===== config.mk =====
export PLATFORM = sky130hd
export DESIGN_NAME = upwin_cfg
export DESIGN_NICKNAME = d
export VERILOG_FILES = /design/src/logic/upwin_pkg.sv /design/src/logic/upwin_cfg.sv /design/src/logic/page_size_decode.sv
export SDC_FILE = /design/constraint.sdc
export NUM_CORES = 1
export LEC_CHECK = 0
export ABC_CLOCK_PERIOD_IN_PS = 3150
export BUFFER_PORTS_ARGS = -buffer_cell sky130_fd_sc_hd__buf_2
export CORE_MARGIN = 3
export CORE_UTILIZATION = 54
export DETAILED_ROUTE_END_ITERATION = 10
export PLACE_DENSITY = 0.78
export SLEW_MARGIN = 40
export SYNTH_ARGS = -nofsm -noshare
export SYNTH_HDL_FRONTEND = slang
export SYNTH_SLANG_ARGS = --single-unit

===== constraint.sdc =====
create_clock -name clk -period 3.15 [get_ports clk]
set_clock_uncertainty 0.05 [all_clocks]
set_input_delay 0.63 -clock clk [delete_from_list [all_inputs] [get_ports clk]]
set_output_delay 0.63 -clock clk [all_outputs]
set_load 0.02 [all_outputs]

===== src/logic/upwin_pkg.sv =====
// Shared constants for the upstream window page-size configuration block
package upwin_pkg;

  // ----------------------------------------------------------------
  // Register offsets (byte addresses, one 32-bit word each)
  // ----------------------------------------------------------------
  localparam logic [7:0] OFF_PAGE_CFG = 8'h00;
  localparam logic [7:0] OFF_UP_BASE_LO = 8'h04;
  localparam logic [7:0] OFF_UP_BASE_HI = 8'h08;
  localparam logic [7:0] OFF_DN3_BASE_LO = 8'h0C;
  localparam logic [7:0] OFF_DN3_BASE_HI = 8'h10;
  localparam logic [7:0] OFF_DN3_LIMIT_LO = 8'h14;
  localparam logic [7:0] OFF_DN3_LIMIT_HI = 8'h18;
  localparam logic [7:0] OFF_STATUS = 8'h1C;

  // ----------------------------------------------------------------
  // Page configuration field positions
  // ----------------------------------------------------------------
  localparam int PAGE_CODE_LSB = 16;
  localparam int PAGE_CODE_MSB = 19;
  localparam int PAGE_EXT_BIT = 20;
  localparam int UP64_EN_BIT = 21;
  localparam int RSVD_LSB = 22;
  localparam int RSVD_MSB = 26;

  // ----------------------------------------------------------------
  // Status field positions
  // ----------------------------------------------------------------
  localparam int STS_SIZE_LSB = 0;
  localparam int STS_SIZE_MSB = 4;
  localparam int STS_WIN_EN_BIT = 8;
  localparam int STS_LAST_FWD_BIT = 16;
  localparam int STS_LAST_DAC_BIT = 17;

  // ----------------------------------------------------------------
  // Reset values
  // ----------------------------------------------------------------
  localparam logic [3:0] PAGE_CODE_RST = 4'h0;
  localparam logic PAGE_EXT_RST = 1'b0;
  localparam logic UP64_EN_RST = 1'b0;
  localparam logic [63:0] ADDR64_RST = 64'h0;
  localparam logic [31:0] RDATA_RST = 32'h0;

  // ----------------------------------------------------------------
  // Page size decoding: log2 of bytes = code + bias
  // ----------------------------------------------------------------
  localparam logic [4:0] NORMAL_LOG2_BIAS = 5'h07;
  localparam logic [4:0] COARSE_LOG2_BIAS = 5'h16;
  localparam logic [3:0] COARSE_MAX_CODE = 4'h3;

  // Bus handshake states
  typedef enum logic [1:0] {
    BUS_IDLE = 2'b01,
    BUS_ACK = 2'b10
  } bus_state_e;

endpackage


===== src/logic/upwin_cfg.sv =====
// Upstream window page-size configuration and 64-bit upstream forwarding
// Behaviour
// - Normal mode: upper codes give 512K..4M
// - Extension bit selects coarse size units
// - Coarse codes 1,2,3 give 8M,16M,32M
// - Coarse code 0, 01XX, 1XXX disable window
// - Extension bit resets cleared
// - Enable clear: forward outside downstream window three
// - Enable set: forward upstream-window hits, untranslated
// - Bits 26:22 reserved, read zero
`timescale 1ns/1ps
module upwin_cfg
  import upwin_pkg::*;
(
  input wire logic clk,
  input wire logic nrst,
  input wire logic [7:0] address,
  input wire logic read,
  input wire logic write,
  input wire logic [31:0] writedata,
  input wire logic [3:0] byteenable,
  output logic [31:0] readdata,
  output logic waitrequest,
  input wire logic req_valid,
  input wire logic [63:0] req_addr,
  input wire logic req_dac,
  output logic dec_valid,
  output logic dec_fwd_up,
  output logic [63:0] dec_addr
);

  // ----------------------------------------------------------------
  // Helpers
  // ----------------------------------------------------------------
  // Byte-lane merge of a write into a stored word
  function automatic logic [31:0] merge(input logic [31:0] old, input logic [31:0] wd,
                                        input logic [3:0] be);
    logic [31:0] res;
    res = old;
    for (int i = 0; i < 4; i++) begin
      if (be[i]) begin
        res[i*8 +: 8] = wd[i*8 +: 8];
      end
    end
    return res;
  endfunction

  // ----------------------------------------------------------------
  // Declarations
  // ----------------------------------------------------------------
  bus_state_e state_r, state_nxt;
  logic [31:0] readdata_r, readdata_nxt;
  logic [3:0] code_r, code_nxt;
  logic ext_r, ext_nxt;
  logic up64_r, up64_nxt;
  logic [63:0] up_base_r, up_base_nxt;
  logic [63:0] dn3_base_r, dn3_base_nxt;
  logic [63:0] dn3_limit_r, dn3_limit_nxt;
  logic dec_valid_r, dec_valid_nxt;
  logic dec_fwd_r, dec_fwd_nxt;
  logic [63:0] dec_addr_r, dec_addr_nxt;
  logic last_dac_r, last_dac_nxt;
  logic [4:0] size_log2;
  logic win_en;
  logic wr_go;
  logic [31:0] cfg_word;
  logic [31:0] sts_word;
  logic [31:0] rd_val;
  logic in_dn3;
  logic up_hit;

  // ----------------------------------------------------------------
  // Page size decoder
  // ----------------------------------------------------------------
  // extension selects coarse
  page_size_decode u_decode (
    .code(code_r),
    .coarse(ext_r),
    .size_log2(size_log2),
    .win_en(win_en)
  );

  // ----------------------------------------------------------------
  // Avalon-MM slave handshake
  // ----------------------------------------------------------------
  // Every access takes one wait cycle so read data comes from a flop
  assign waitrequest = (read | write) & (state_r == BUS_IDLE);
  assign wr_go = write & (state_r == BUS_ACK);
  assign readdata = readdata_r;

  // Readback words; fields outside this slice read zero
  always_comb begin
    cfg_word = 32'h0;
    cfg_word[PAGE_CODE_MSB:PAGE_CODE_LSB] = code_r;
    cfg_word[PAGE_EXT_BIT] = ext_r;
    cfg_word[UP64_EN_BIT] = up64_r;
    cfg_word[RSVD_MSB:RSVD_LSB] = 5'h00;
    sts_word = 32'h0;
    sts_word[STS_SIZE_MSB:STS_SIZE_LSB] = size_log2;
    sts_word[STS_WIN_EN_BIT] = win_en;
    sts_word[STS_LAST_FWD_BIT] = dec_fwd_r;
    sts_word[STS_LAST_DAC_BIT] = last_dac_r;
  end

  // Read mux; an unmapped address reads as zero
  always_comb begin
    unique case (address)
      OFF_PAGE_CFG: rd_val = cfg_word;
      OFF_UP_BASE_LO: rd_val = up_base_r[31:0];
      OFF_UP_BASE_HI: rd_val = up_base_r[63:32];
      OFF_DN3_BASE_LO: rd_val = dn3_base_r[31:0];
      OFF_DN3_BASE_HI: rd_val = dn3_base_r[63:32];
      OFF_DN3_LIMIT_LO: rd_val = dn3_limit_r[31:0];
      OFF_DN3_LIMIT_HI: rd_val = dn3_limit_r[63:32];
      OFF_STATUS: rd_val = sts_word;
      default: rd_val = 32'h0;
    endcase
  end

  // Bus state and read data next values
  always_comb begin
    state_nxt = state_r;
    readdata_nxt = readdata_r;
    unique case (state_r)
      BUS_IDLE: begin
        if (read | write) begin
          state_nxt = BUS_ACK;
          readdata_nxt = read ? rd_val : RDATA_RST;
        end
      end
      BUS_ACK: begin
        state_nxt = BUS_IDLE;
      end
    endcase
  end

  always_ff @(posedge clk or negedge nrst) begin
    if (!nrst) begin
      state_r <= BUS_IDLE;
      readdata_r <= RDATA_RST;
    end else begin
      state_r <= state_nxt;
      readdata_r <= readdata_nxt;
    end
  end

  // ----------------------------------------------------------------
  // Configuration registers
  // ----------------------------------------------------------------
  // Writes land on the edge that completes the transfer, one after waitrequest drops; unmapped writes drop
  always_comb begin
    logic [31:0] cfg_m;
    cfg_m = merge(cfg_word, writedata, byteenable);
    code_nxt = code_r;
    ext_nxt = ext_r;
    up64_nxt = up64_r;
    up_base_nxt = up_base_r;
    dn3_base_nxt = dn3_base_r;
    dn3_limit_nxt = dn3_limit_r;
    if (wr_go) begin
      unique case (address)
        OFF_PAGE_CFG: begin
          code_nxt = cfg_m[PAGE_CODE_MSB:PAGE_CODE_LSB];
          ext_nxt = cfg_m[PAGE_EXT_BIT];
          up64_nxt = cfg_m[UP64_EN_BIT];
        end
        OFF_UP_BASE_LO: up_base_nxt[31:0] = merge(up_base_r[31:0], writedata, byteenable);
        OFF_UP_BASE_HI: up_base_nxt[63:32] = merge(up_base_r[63:32], writedata, byteenable);
        OFF_DN3_BASE_LO: dn3_base_nxt[31:0] = merge(dn3_base_r[31:0], writedata, byteenable);
        OFF_DN3_BASE_HI: dn3_base_nxt[63:32] = merge(dn3_base_r[63:32], writedata, byteenable);
        OFF_DN3_LIMIT_LO: begin
          dn3_limit_nxt[31:0] = merge(dn3_limit_r[31:0], writedata, byteenable);
        end
        OFF_DN3_LIMIT_HI: begin
          dn3_limit_nxt[63:32] = merge(dn3_limit_r[63:32], writedata, byteenable);
        end
        default: begin
        end
      endcase
    end
  end

  always_ff @(posedge clk or negedge nrst) begin
    if (!nrst) begin
      code_r <= PAGE_CODE_RST;
      ext_r <= PAGE_EXT_RST;
      up64_r <= UP64_EN_RST;
      up_base_r <= ADDR64_RST;
      dn3_base_r <= ADDR64_RST;
      dn3_limit_r <= ADDR64_RST;
    end else begin
      code_r <= code_nxt;
      ext_r <= ext_nxt;
      up64_r <= up64_nxt;
      up_base_r <= up_base_nxt;
      dn3_base_r <= dn3_base_nxt;
      dn3_limit_r <= dn3_limit_nxt;
    end
  end

  // ----------------------------------------------------------------
  // Upstream forwarding decision
  // ----------------------------------------------------------------
  // hit sized by page
  assign up_hit = win_en & (((req_addr ^ up_base_r) >> size_log2) == 64'h0);
  assign in_dn3 = (req_addr >= dn3_base_r) & (req_addr <= dn3_limit_r);

  // Single-address requests are left to the rest of the bridge
  always_comb begin
    dec_valid_nxt = req_valid;
    dec_fwd_nxt = dec_fwd_r;
    dec_addr_nxt = dec_addr_r;
    last_dac_nxt = last_dac_r;
    if (req_valid) begin
      last_dac_nxt = req_dac;
      dec_addr_nxt = req_addr;
      if (!req_dac) begin
        dec_fwd_nxt = 1'b0;
      end else if (up64_r) begin
        dec_fwd_nxt = up_hit;
      end else begin
        dec_fwd_nxt = ~in_dn3;
      end
    end
  end

  always_ff @(posedge clk or negedge nrst) begin
    if (!nrst) begin
      dec_valid_r <= 1'b0;
      dec_fwd_r <= 1'b0;
      dec_addr_r <= ADDR64_RST;
      last_dac_r <= 1'b0;
    end else begin
      dec_valid_r <= dec_valid_nxt;
      dec_fwd_r <= dec_fwd_nxt;
      dec_addr_r <= dec_addr_nxt;
      last_dac_r <= last_dac_nxt;
    end
  end

  assign dec_valid = dec_valid_r;
  assign dec_fwd_up = dec_fwd_r;
  assign dec_addr = dec_addr_r;

  // ----------------------------------------------------------------
  // Assertions
  // ----------------------------------------------------------------
  a_normal_upper_size: assert property (
    @(posedge clk) disable iff (!nrst)
    (!ext_r && code_r >= 4'hC) |-> (win_en && size_log2 == {1'b0, code_r} + 5'h07))
    else $error("normal upper page size decoded wrong");

  a_coarse_units: assert property (
    @(posedge clk) disable iff (!nrst)
    (ext_r && win_en) |-> (size_log2 >= 5'h17 && size_log2 <= 5'h19))
    else $error("coarse mode size outside coarse units");

  a_coarse_sizes: assert property (
    @(posedge clk) disable iff (!nrst)
    (ext_r && code_r == 4'h2) |-> (win_en && size_log2 == 5'h18))
    else $error("coarse code 0010 not 16M");

  a_coarse_disable: assert property (
    @(posedge clk) disable iff (!nrst)
    (ext_r && (code_r == 4'h0 || code_r[3:2] != 2'b00)) |-> !win_en)
    else $error("coarse disable code left window enabled");

  a_ext_reset_clear: assert property (
    @(posedge clk)
    $rose(nrst) |-> (!ext_r && !up64_r))
    else $error("extension or enable not cleared by reset");

  a_outside_dn3_fwd: assert property (
    @(posedge clk) disable iff (!nrst)
    (req_valid && req_dac && !up64_r && req_addr > dn3_limit_r) |=> (dec_valid && dec_fwd_up))
    else $error("64-bit request outside window three not forwarded");

  a_up64_hit_fwd: assert property (
    @(posedge clk) disable iff (!nrst)
    (req_valid && req_dac && up64_r) |=>
      (dec_fwd_up == $past(up_hit) && dec_addr == $past(req_addr)))
    else $error("64-bit upstream window decision or address wrong");

  // Readback must carry the live fields next to the zero reserved span
  a_reserved_zero: assert property (
    @(posedge clk) disable iff (!nrst)
    (read && state_r == BUS_IDLE && address == OFF_PAGE_CFG) |=>
      (!waitrequest && readdata[26:22] == 5'h00 &&
       readdata[21:16] == {$past(up64_r), $past(ext_r), $past(code_r)}))
    else $error("reserved bits read nonzero or fields lost");

  a_hit_by_size: assert property (
    @(posedge clk) disable iff (!nrst)
    (up_hit && size_log2 == 5'h17) |-> (req_addr[63:23] == up_base_r[63:23]))
    else $error("window hit ignores decoded 8M size");

endmodule


===== src/logic/page_size_decode.sv =====
// Page-size code decoder for the upstream memory window
`timescale 1ns/1ps
module page_size_decode
  import upwin_pkg::*;
(
  input wire logic [3:0] code,
  input wire logic coarse,
  output logic [4:0] size_log2,
  output logic win_en
);

  // ----------------------------------------------------------------
  // Decode
  // ----------------------------------------------------------------
  // Normal codes scale by two per step from 256 bytes; coarse codes
  // start at 8M and only codes 1 to 3 are usable
  always_comb begin
    size_log2 = 5'h00;
    win_en = 1'b0;
    if (coarse) begin
      if (code != 4'h0 && code <= COARSE_MAX_CODE) begin
        size_log2 = {1'b0, code} + COARSE_LOG2_BIAS;
        win_en = 1'b1;
      end
    end else if (code != 4'h0) begin
      size_log2 = {1'b0, code} + NORMAL_LOG2_BIAS;
      win_en = 1'b1;
    end
  end

endmodule


* Word level (Yosys, flattened, before mapping)
Index checks and enable logic that the tools add are counted.
** Cells by class
- Add/sub/neg operators :: 2
- Order comparisons :: 3
- Eq/ne operators :: 10
- Shift-type cells :: 1
- Mux-type cells :: 12
- Bitwise operators :: 7
- Reduce and logical (&&, ||, !) cells :: 30
** Operators by type and width (number)
- one-hot mux 32 bit (8 select lines) :: 1
- AND reduction 3 bit :: 25
- >= comparator 64 bit :: 1
- <= comparator 64 bit :: 1
- zero test 64 bit :: 1
- >> shifter 64 x 5 -> 64 bit :: 1
- bitwise XOR 64 bit :: 1
- equality test 8 x 5 -> 1 bit (second input constant) :: 4
- two-way mux 32 bit :: 1
- equality test 8 x 4 -> 1 bit (second input constant) :: 2
- two-way mux 5 bit :: 3
- equality test 8 x 3 -> 1 bit (second input constant) :: 1
- zero test 8 bit :: 1
- adder 4 x 3 -> 5 bit (second input constant) :: 1
- adder 4 x 5 -> 5 bit (second input constant) :: 1
- two-way mux 1 bit :: 5
- AND 1 bit :: 4
- <= comparator 4 x 2 -> 1 bit (second input constant) :: 1
- one-hot mux 2 bit (2 select lines) :: 1
- nonzero test 4 bit :: 1
- equality test 2 x 1 -> 1 bit (second input constant) :: 1
- equality test 2 bit (second input constant) :: 1
- two-way mux 2 bit :: 1
- inequality test 2 bit (second input constant) :: 1
- other kinds (4) :: 4
** Storage, ports and cells
- Flip-flop bits (word level) :: 299
- Input port bits :: 114

* Longest topological paths before layout
Gate-level depths: netlist (run 1).
- Word-level depth :: 9
- Mapped depth :: 14
- Depth with buffers taken out :: 12

* Hierarchy
From an unflattened synthesis (run 1), not the netlist that was laid out.
** Unflattened totals
- Cell total of the unflattened synthesis :: 1743
- Area total of the unflattened synthesis :: 17685.7 um^2
** Modules (own cells, without submodules)
- upwin_cfg :: instances 1, cells an instance 1715, area an instance 17499.3 um^2, sequential area each 7483.4 um^2
- page_size_decode :: instances 1, cells an instance 28, area an instance 186.4 um^2, sequential area each 0.0 um^2

* Worst setup path after synthesis (run 1)
OpenSTA, ideal clock, no wires.
- Kind :: register to register
- Start point :: reg code_r[2]
- End point :: reg dec_fwd_r (netlist: dec_fwd_up)
- Library setup time :: 87 ps
- Arrival time :: 3013 ps
- Required time :: 3013 ps
- Setup slack :: 0 ps
- Stages on the path, launching flop included :: 14
- Buffers on the path :: 1
- Cell sequence :: dfrtp_1 > buf_4 > inv_1 > ha_1 > nor4bb_1 > o211a_1 > a31oi_1 > o22ai_1 > a221oi_1 > a21oi_1 > a2111oi_0 > nand3_1 > o311a_1 > a211oi_2
** On the way
- Longest elaborated chain between the ends :: 9
- Elaborated cells on any way between the ends :: 16
** Ends and longest elaborated chain
- start, declared :: RTL line upwin_cfg.sv:53 : logic [3:0] code_r, code_nxt;
- start signal, assigned :: RTL line upwin_cfg.sv:192 : code_r <= code_nxt;
- <= comparator 4 x 2 -> 1 bit or nonzero test 4 bit (tied branches) :: RTL line page_size_decode.sv:21, page_size_decode.sv:25
- logical AND 1 bit :: RTL line page_size_decode.sv:21 : if (code != 4'h0 && code <= COARSE_MAX_CODE) begin
- two-way mux 5 bit :: RTL line page_size_decode.sv:21
- two-way mux 5 bit :: RTL line page_size_decode.sv:20 : if (coarse) begin
- >> shifter 64 x 5 -> 64 bit :: RTL line upwin_cfg.sv:205 : assign up_hit = win_en & (((req_addr ^ up_base_r) >> size_log2) == 64'h0);
- zero test 64 bit :: RTL line upwin_cfg.sv:205
- AND 1 bit * :: RTL line upwin_cfg.sv:205
- two-way mux 1 bit * :: RTL line upwin_cfg.sv:219 : end else if (up64_r) begin
- two-way mux 1 bit * :: RTL line upwin_cfg.sv:217 : if (!req_dac) begin
- end signal, assigned :: RTL line upwin_cfg.sv:235 : dec_fwd_r <= dec_fwd_nxt;
- end, declared :: RTL line upwin_cfg.sv:60 : logic dec_fwd_r, dec_fwd_nxt;
Mark *: on every way between the ends. The rest lies on a longest branch, timed or not.
A chain may end at the register's enable or synchronous reset.

* Worst setup path in the final report (run 1)
Ends and elaborated chain as after synthesis.

==> impl.org, run 1 <==
** Worst setup path
- R2r endpoint :: dec_fwd_up$_DFFE_PN0P_
- Endpoint arrival time on the critical path :: 3.61 ns
- CP max stage delay :: 0.42 ns
- Worst Reg2Reg Path Length in Cells :: 14
- The worst register-to-register path begins at code_r[2]$_DFFE_PN0P_.
- On the critical path, the stage with the largest delay is an instance of dfrtp_1.
- Walking the worst path, the cells encountered are buf_4 -> nand4bb_4 -> buf_4 -> o21ai_4 -> buf_6 -> mux2i_1 -> mux2i_1 -> a211oi_1 -> buf_4 -> nor2_1 -> a2111oi_2 -> nand3_1 -> o311a_1 -> a211oi_2.
- Across all register-to-register paths, the minimum setup slack is -0.08 ns.
- STA classifies the critical path startpoint as a flop.
- Setup crit end kind :: flop
- Worst setup path category :: flop to flop
- In this run the worst path has a maximum fanout of 6.
- CP dominant cell by count :: buf_4
- STA puts the critical path data required time at 3.52 ns.

** Placement
- Summed over all nets, the half-perimeter wirelength after detailed placement is 46.9 mm.
- Before CTS, the worst setup slack after placement is -0.341 ns.
- Quantity of I/O buffers inserted on ports :: 212
- The congestion estimate from routability-driven global placement came to 1.06.
- Including well taps, the total number of placed cells is 2,499.

** Routing
- Detailed-route via count :: 16.1k
- Number of iterations in the first detailed-routing pass :: 6
- Using the TritonRoute via totals, the vias-per-cell ratio works out to 6.24.
- In the routed design, unresolved DRC markers number 0.
- After detailed routing, the total wire length is 62.5 mm.
- In the final routed layout, each cell accounts on average for 24.3 microns.
- Drt initial violations :: 1,760
- The count of nets left with antenna violations once routing finished came out at 0.

** Timing
- Worst slew pin tran :: 0.835 ns
- Count of final setup violators :: 1
- Setup repair after global routing could not meet its margin everywhere.
- After routing, the total negative slack on setup checks comes to -0.0819 ns.
- The max-slew violation total from the final report was 0.
- Max transition margin :: 0.441
- For this run, the top clock speed supported by timing is 309 MHz.
- Final period utilization :: 1.03
- The number of hold-slack violations in the final timing report came to 0.
- Shortest clock period the worst path allows after layout :: 3.23 ns
- Final worst slack :: -0.0819 ns

** Floorplan
- The floorplan step defined a core boundary enclosing 32,900 sq um.
- Initial core utilization :: 0.553
- Row count :: 66
- Floorplan die area :: 35,900 sq um
- Die span in y :: 189 microns
- Width of the chip :: 189 microns
- In this run the count of I/O pins placed on the die edge is 213.

** Synthesis
- The share of the Yosys chip area taken by registers is 0.412.
- Synthesis inferred 299 register bits.
- Of all flip-flops after synthesis, the portion carrying an async set or reset was 1.00.
- Yosys mapped a number of flops with a built-in enable equal to 0.
- Counting every net in the synthesized netlist gives 1,965.
- Simple-gate area share of the yosys netlist :: 0.0877
- Dividing the synthesized area by the synthesized cell count gives 10.6 sq um.
- The cell area that synthesis handed to floorplanning was 18,200 sq um.
- Of the total synthesized cell area, the portion taken by XOR and XNOR cells is 0.0328.
- The netlist uses 70 different library cells.
- Adder-cell share of the synthesized area :: 0.0895
- Dominant synthesized flop cell :: dfrtp_1
- The compound-cell area share of the yosys netlist was 0.151.
- Mux contribution to synthesized area :: 0.182
- The Yosys step of the flow raised 0 warnings.
- The cell count after synthesis came out at 1,721.
- Combinational family with the most area after synthesis :: multiplexers

** Power and ir drop
- The analysis attributes to cell leakage a power of 10.7 nW.
- Peak ir drop on the vdd network :: 0.000373 V
- Total power of the final layout :: 9.95 mW
- Dividing total power by cell area gives a power density of 440 nW/um^2.

** Global routing
- The number of antenna violations at the first check in global routing was 3.
- First-pass GRT wire length :: 95.9 mm
- The global routing stage identified its most utilized layer as met2.
- Entering global routing, the biggest net connects 69 pins.
- GR Layer Usage met3 :: 0.0565
- Overall overflow remaining after global route :: 0
- For this run, the total global-route usage over all layers was measured as 0.343.
- Number of global-route vias before repair :: 16.4k
- In the global route stage, met1 resource usage came out at 0.479.
- For met2 alone, demand over resource in global routing was 0.554.

** Finish
- From synthesis to final layout, the design area changed by 24.4%.
- The multi-input combinational cells in the finished layout cover a total of 10,100 sq um.
- Number of standard cells in the layout, taps in and fillers out :: 2,577
- 0 antenna diodes ended up in the layout.
- Finished Core Util :: 0.688
- Share of post-route cells with drive strength above 1 :: 0.370
- At the end of the flow, the number of nets in the layout was 2,355.
- Combined flip-flop and latch cell area :: 7480 sq um
- The filler cells instantiated in the layout total 2,545.
- Leading cell type in the layout, fill and taps excluded :: dfrtp_1
- The top cell types in the final layout, fill and taps aside, are dfrtp_1, mux2_2, buf_2.

** CTS
- Number of clock buffers inserted by TritonCTS :: 34
- After clock tree synthesis, the flow added hold-fix buffers numbering 0.
- After clock tree synthesis, the clock-pin slew on the worst setup and hold paths is 0.06 ns.
- No sink is reached through more buffers than the 3 on the longest clock path.
- TritonCTS Sinks :: 299
- Clock root buffer master :: clkbuf_16
- TritonCTS clock tree :: built
- Number of levels the H-tree was split into :: 2
- For the worst-skew pair, the clock arrives at the later sink with an insertion delay of 0.52 ns.

** Worst hold path
- The path class of the tightest hold or removal check is primary input to asynchronous set/reset pin.

** Run status
- The run finished, with violations left.
- The checks that failed: setup timing.

** Flow run
- Count of maximum capacitance violations :: 0
==> cell type report <==
cell class,instances,area share
well taps,442,0.0245
flip-flops and latches,299,0.331
multi-input cells,1216,0.447
clock buffers,46,0.0428
clock inverters,14,0.00835
inverters,142,0.0236
repair buffers,418,0.123
==> critical path, delay by kind of cell, from the launching register on <==
kind                   cells  cell delay, ns
flip-flops                 1            0.42
AO/OA/AOI/OAI              5            1.28
multiplexers               2            0.35
AND/OR/NAND/NOR            3            0.38
buffers and inverters      4            0.66
==> through the flow <==
| step | cell area (sq um) | hold WS [ns] |
|---|---|---|
| CTS | 22500 | 0.0422 |
| floorplan | 18200 | 0.284 |
| detailed placement | 21100 | 0.412 |
| global placement | 21100 | 0.404 |
| finish | 22600 | 0.0295 |
| global route | 22600 | 0.0554 |
==> synthesized netlist by cell type (all sizes together) (5+ instances only) <==
master | n | share of area
dfrtp | 298 | 0.41
mux2 | 271 | 0.17
inv | 142 | 0.029
ha | 130 | 0.089
nand2 | 128 | 0.026
nor2 | 69 | 0.014
a22oi | 66 | 0.027
o21ai | 64 | 0.018
a21oi | 59 | 0.017
a21o | 46 | 0.019
xnor2 | 42 | 0.020
clkbuf | 41 | 0.0085
nand4 | 31 | 0.011
a221oi | 28 | 0.013
xor2 | 26 | 0.013
mux2i | 25 | 0.014
nor3 | 25 | 0.0075
buf | 23 | 0.0076
a31oi | 20 | 0.0069
o211ai | 20 | 0.0083
a211oi | 14 | 0.0063
nand3 | 14 | 0.0039
and2 | 11 | 0.0038
a222oi | 10 | 0.0055
nand2b | 9 | 0.0031
nor2b | 9 | 0.0031
nor4 | 9 | 0.0031
o2111ai | 9 | 0.0043
a2111oi | 8 | 0.0039
o21a | 7 | 0.0029
and3 | 6 | 0.0021
o211a | 6 | 0.0033
o22ai | 5 | 0.0017
o31ai | 5 | 0.0021
==> where the power goes <==
group          internal [mW]  leakage, nW  switching, mW  total [mW]
logic                  0.707         6.16           1.01        1.71
registers               4.00         4.01          0.105        4.10
clock network           2.49        0.560           1.64        4.14
==> metal layers <==
layer | share of wire | vias up
li1 | - | 7101
met1 | 0.43 | 8024
met2 | 0.46 | 808
met3 | 0.080 | 154
met4 | 0.032 | 4
met5 | 0.00045 | -
==> flip-flops by register name (all words and copies together), names as in the netlist <==
name	flops
dec_valid	1
readdata	32
code_r	4
dec_addr	64
last_dac_r	1
up64_r	1
up_base_r	64
dn3_base_r	64
dn3_limit_r	64
state_r	2
ext_r	1
dec_fwd_up	1
==> worst max path at each step <==
| stage | from | to | slack, ns | depth (start not counted) |
|---|---|---|---|---|
| floorplan | code_r[2]$_DFFE_PN0P_ | dec_fwd_up$_DFFE_PN0P_ | 0.0005 | 13 |
| global placement | req_addr[17] | dec_fwd_up$_DFFE_PN0P_ | -0.19 | 13 |
| detailed placement | req_addr[17] | dec_fwd_up$_DFFE_PN0P_ | -0.34 | 13 |
| CTS | code_r[2]$_DFFE_PN0P_ | dec_fwd_up$_DFFE_PN0P_ | 0.00006 | 15 |
| global route | code_r[1]$_DFFE_PN0P_ | dec_fwd_up$_DFFE_PN0P_ | -0.20 | 16 |
| finish | code_r[2]$_DFFE_PN0P_ | dec_fwd_up$_DFFE_PN0P_ | -0.08 | 14 |
==> cell families (layout without fill, tap and decap cells) <==
| kind of cell | count (synthesis) | after routing |
|---|---|---|
| XOR/XNOR | 68 | 68 |
| multiplexers | 296 | 296 |
| AND/OR/NAND/NOR | 331 | 331 |
| AO/OA/AOI/OAI | 391 | 391 |
| adder cells (fa/ha/maj) | 130 | 130 |
| buffers and inverters | 206 | 620 |
| flip-flops | 299 | 299 |
==> timing repair <==
action                                  in CTS  in global routing
pin swaps                                   11                 16
endpoints found under the setup margin       1                  1
buffers inserted                             9                 11
resized for setup                           28                 23
Power figures use the tool's default switching activity.
==> run 2: changes to the inputs <==
BUFFER_PORTS_ARGS = default   (was -buffer_cell sky130_fd_sc_hd__buf_2)
CORE_ASPECT_RATIO = 0.5   (was default)
CORE_UTILIZATION = 57   (was 54)
DONT_BUFFER_PORTS = 1   (was default)
PLACE_DENSITY = 0.75   (was 0.78)
==> impl.org, run 2 (synthesis gave the netlist of run 1 again) <==
** CTS
- The CTS tree is built (unchanged).
- Clock root buffer master :: clkbuf_16 (unchanged)
- TritonCTS Sinks :: 299 (unchanged)
- The CTS H-tree depth came to 1 (was 2).
- The clock insertion delay at the later pin of the skew report came to 0.58 ns (was 0.52 ns).
- Clk buf depth :: 3 (unchanged)
- Clock transition at path regs :: 0.07 ns (was 0.06 ns)
- Number of clock buffers inserted by TritonCTS :: 27 (was 34)

** Global routing
- The largest net degree at the start of global routing came to 300 (was 69).
- The via count of the first global-routing pass was 15.3k (was 16.4k).
- Overall overflow remaining after global route :: 0 (unchanged)
- The global-route usage over all layers is 0.373 (was 0.343).
- First-pass GRT wire length :: 96.0 mm (was 95.9 mm)
- Initial antenna violation count :: 2 (was 3)

** Placement
- The placer congestion estimate came to 1.02 (was 1.06).
- Setup slack after placement :: -0.251 ns (was -0.341 ns)
- The post-placement cell count is 2,217 (was 2,499).
- Quantity of I/O buffers inserted on ports :: 0 (was 212)
- Total cell area at the placement stage :: 19,500 sq um (was 21,100 sq um)
- Final HPWL from detailed placement :: 48.3 mm (was 46.9 mm)

** Power and ir drop
- The post-layout total power was 9.01 mW (was 9.95 mW).
- Leak :: 9.50 nW (was 10.7 nW)
- Peak ir drop on the vdd network :: 0.000386 V (was 0.000373 V)
- Power density over the cells :: 428 nW/um^2 (was 440 nW/um^2)

** Worst setup path
- Flop-to-flop setup slack :: 0.01 ns (was -0.08 ns)
- The critical path data arrival time was 3.59 ns (was 3.61 ns).
- The data required time at the worst endpoint came to 3.60 ns (was 3.52 ns).
- Worst setup path category :: flop to flop (unchanged)
- Worst Setup Start Kind :: flop (unchanged)
- Source of the critical timing path :: code_r[1]$_DFFE_PN0P_ (was code_r[2]$_DFFE_PN0P_)
- Worst Reg2Reg Path Length in Cells :: 12 (was 14)
- Setup crit end kind :: flop (unchanged)
- Reg-to-Reg Start :: code_r[1]$_DFFE_PN0P_ (was code_r[2]$_DFFE_PN0P_)
- Highest net fanout along the worst path :: 7 (was 6)

** Finish
- Share of post-route cells with drive strength above 1 :: 0.295 (was 0.370)
- Finished Core Util :: 0.682 (was 0.688)
- The leading cell type in the layout, fill and taps excluded was dfrtp_1 (unchanged).
- Number of standard cells in the layout, taps in and fillers out :: 2,286 (was 2,577)
- The area of all placed cells without fillers was 21,000 sq um (was 22,600 sq um).
- Synthesis-to-finish area growth :: 15.8% (was 24.4%)
- Combined flip-flop and latch cell area :: 7490 sq um (was 7480 sq um)
- Most frequent cells in the layout: dfrtp_1, mux2_2, buf_4 (was dfrtp_1, mux2_2, buf_2).
- The area occupied by multi-input gates came to 10,300 sq um (was 10,100 sq um).
- Layout fillers :: 2,368 (was 2,545)
- The number of nets in the final layout came to 2,091 (was 2,355).
- Inserted Diodes :: 0 (unchanged)

** Routing
- The mean number of vias per cell came to 6.72 (was 6.24).
- DRC violations left :: 0 (unchanged)
- Number of iterations in the first detailed-routing pass :: 6 (unchanged)
- DRT Wirelength :: 65.4 mm (was 62.5 mm)
- Drt initial violations :: 1,921 (was 1,760)
- The via count was 15.4k (was 16.1k).
- The average wire per standard cell was 28.6 microns (was 24.3 microns).
- DRT antenna net count :: 0 (unchanged)

** Timing
- The worst setup margin came to 0.0119 ns (was -0.0819 ns).
- Setup repair after global routing missed its margin :: yes (unchanged)
- The slew of the pin with the lowest slew margin came to 1.00 ns (was 0.835 ns).
- The highest clock frequency the design can meet came to 319 MHz (was 309 MHz).
- Shortest clock period the worst path allows after layout :: 3.14 ns (was 3.23 ns)
- Max transition margin :: 0.333 (was 0.441)
- Total Neg Setup Slack :: 0 ns (was -0.0819 ns)
- The number of endpoints failing setup at the final stage came to 0 (was 1).
- The post-route clock period utilization was 0.996 (was 1.03).
- Number of failing hold endpoints at the final stage :: 298 (was 0)
- The final hold slack was -0.291 ns (was 0.0295 ns).
- The max-slew violation total from the final report came to 0 (unchanged).

** Floorplan
- Initial core utilization :: 0.589 (was 0.553)
- The cell row count is 45 (was 66).
- The width of the die was 259 microns (was 189 microns).
- Num ports :: 213 (unchanged)
- Std-Cell Core Area :: 30,900 sq um (was 32,900 sq um)
- Die span in y :: 132 microns (was 189 microns)
- The die area is 34,200 sq um (was 35,900 sq um).

** Flow run
- The number of max-capacitance violations reported came to 0 (unchanged).

** Run status
- Outcome :: finished with violations (unchanged)
- Violations in the final reports: hold timing (was setup timing).

** Worst hold path
- The worst hold path class was primary input to asynchronous set/reset pin (unchanged).
[run 2: routing by layer]
layer | wire [microns] | part of all wire | track usage
met1 | 27300 | 0.42 | 0.527
met5 | 27 | 0.00041 | 0
met3 | 7550 | 0.12 | 0.0998
met2 | 27900 | 0.43 | 0.557
met4 | 2630 | 0.040 | 0.126
[run 2: final timing paths]
path | to
worst max register to register | dec_fwd_up$_DFFE_PN0P_
worst min register to register | dn3_limit_r[9]$_DFFE_PN0P_
worst max-delay path | dec_fwd_up$_DFFE_PN0P_
max in group asynchronous | dec_addr[61]$_DFFE_PN0P_
min in group clk | dec_valid$_DFF_PN0_
worst min-delay path | dn3_limit_r[50]$_DFFE_PN0P_
[run 2: where the power goes]
group          internal [mW]  switching [mW]  leakage (nW)
logic                  0.577           0.676          5.04
clock network           1.99            1.54         0.451
registers               3.99           0.237          4.01
[run 2: worst max-delay path: stages (launching register included)]
cell and delay [ns]:
dfrtp_1 0.44, or3_4 0.46, a21oi_4 0.22, buf_4 0.19, buf_4 0.17, and2_1 0.15, o32ai_1 0.10, nor3_2 0.18
o2111ai_2 0.17, o32ai_1 0.31, nand3_1 0.11, o311a_1 0.37, a211oi_2 0.14
[run 2: layout make-up]
cell class / instances / area share
Multi-Input combinational cell: 1217 / 0.488
Sequential cell: 299 / 0.356
Timing Repair Buffer: 160 / 0.0614
Clock buffer: 37 / 0.0372
Inverter: 142 / 0.0253
Tap cell: 423 / 0.0252
Clock inverter: 8 / 0.00666
[run 2: timing repair]
| item | 4_1_cts | 5_1_grt |
|---|---|---|
| setup buffers | 3 | 18 |
| cloned | 1 | 2 |
| hold endpoints to repair | 299 | 299 |
| resized for setup | 28 | 60 |
| setup endpoints to repair | 1 | 1 |
| pin swaps | 4 | 30 |
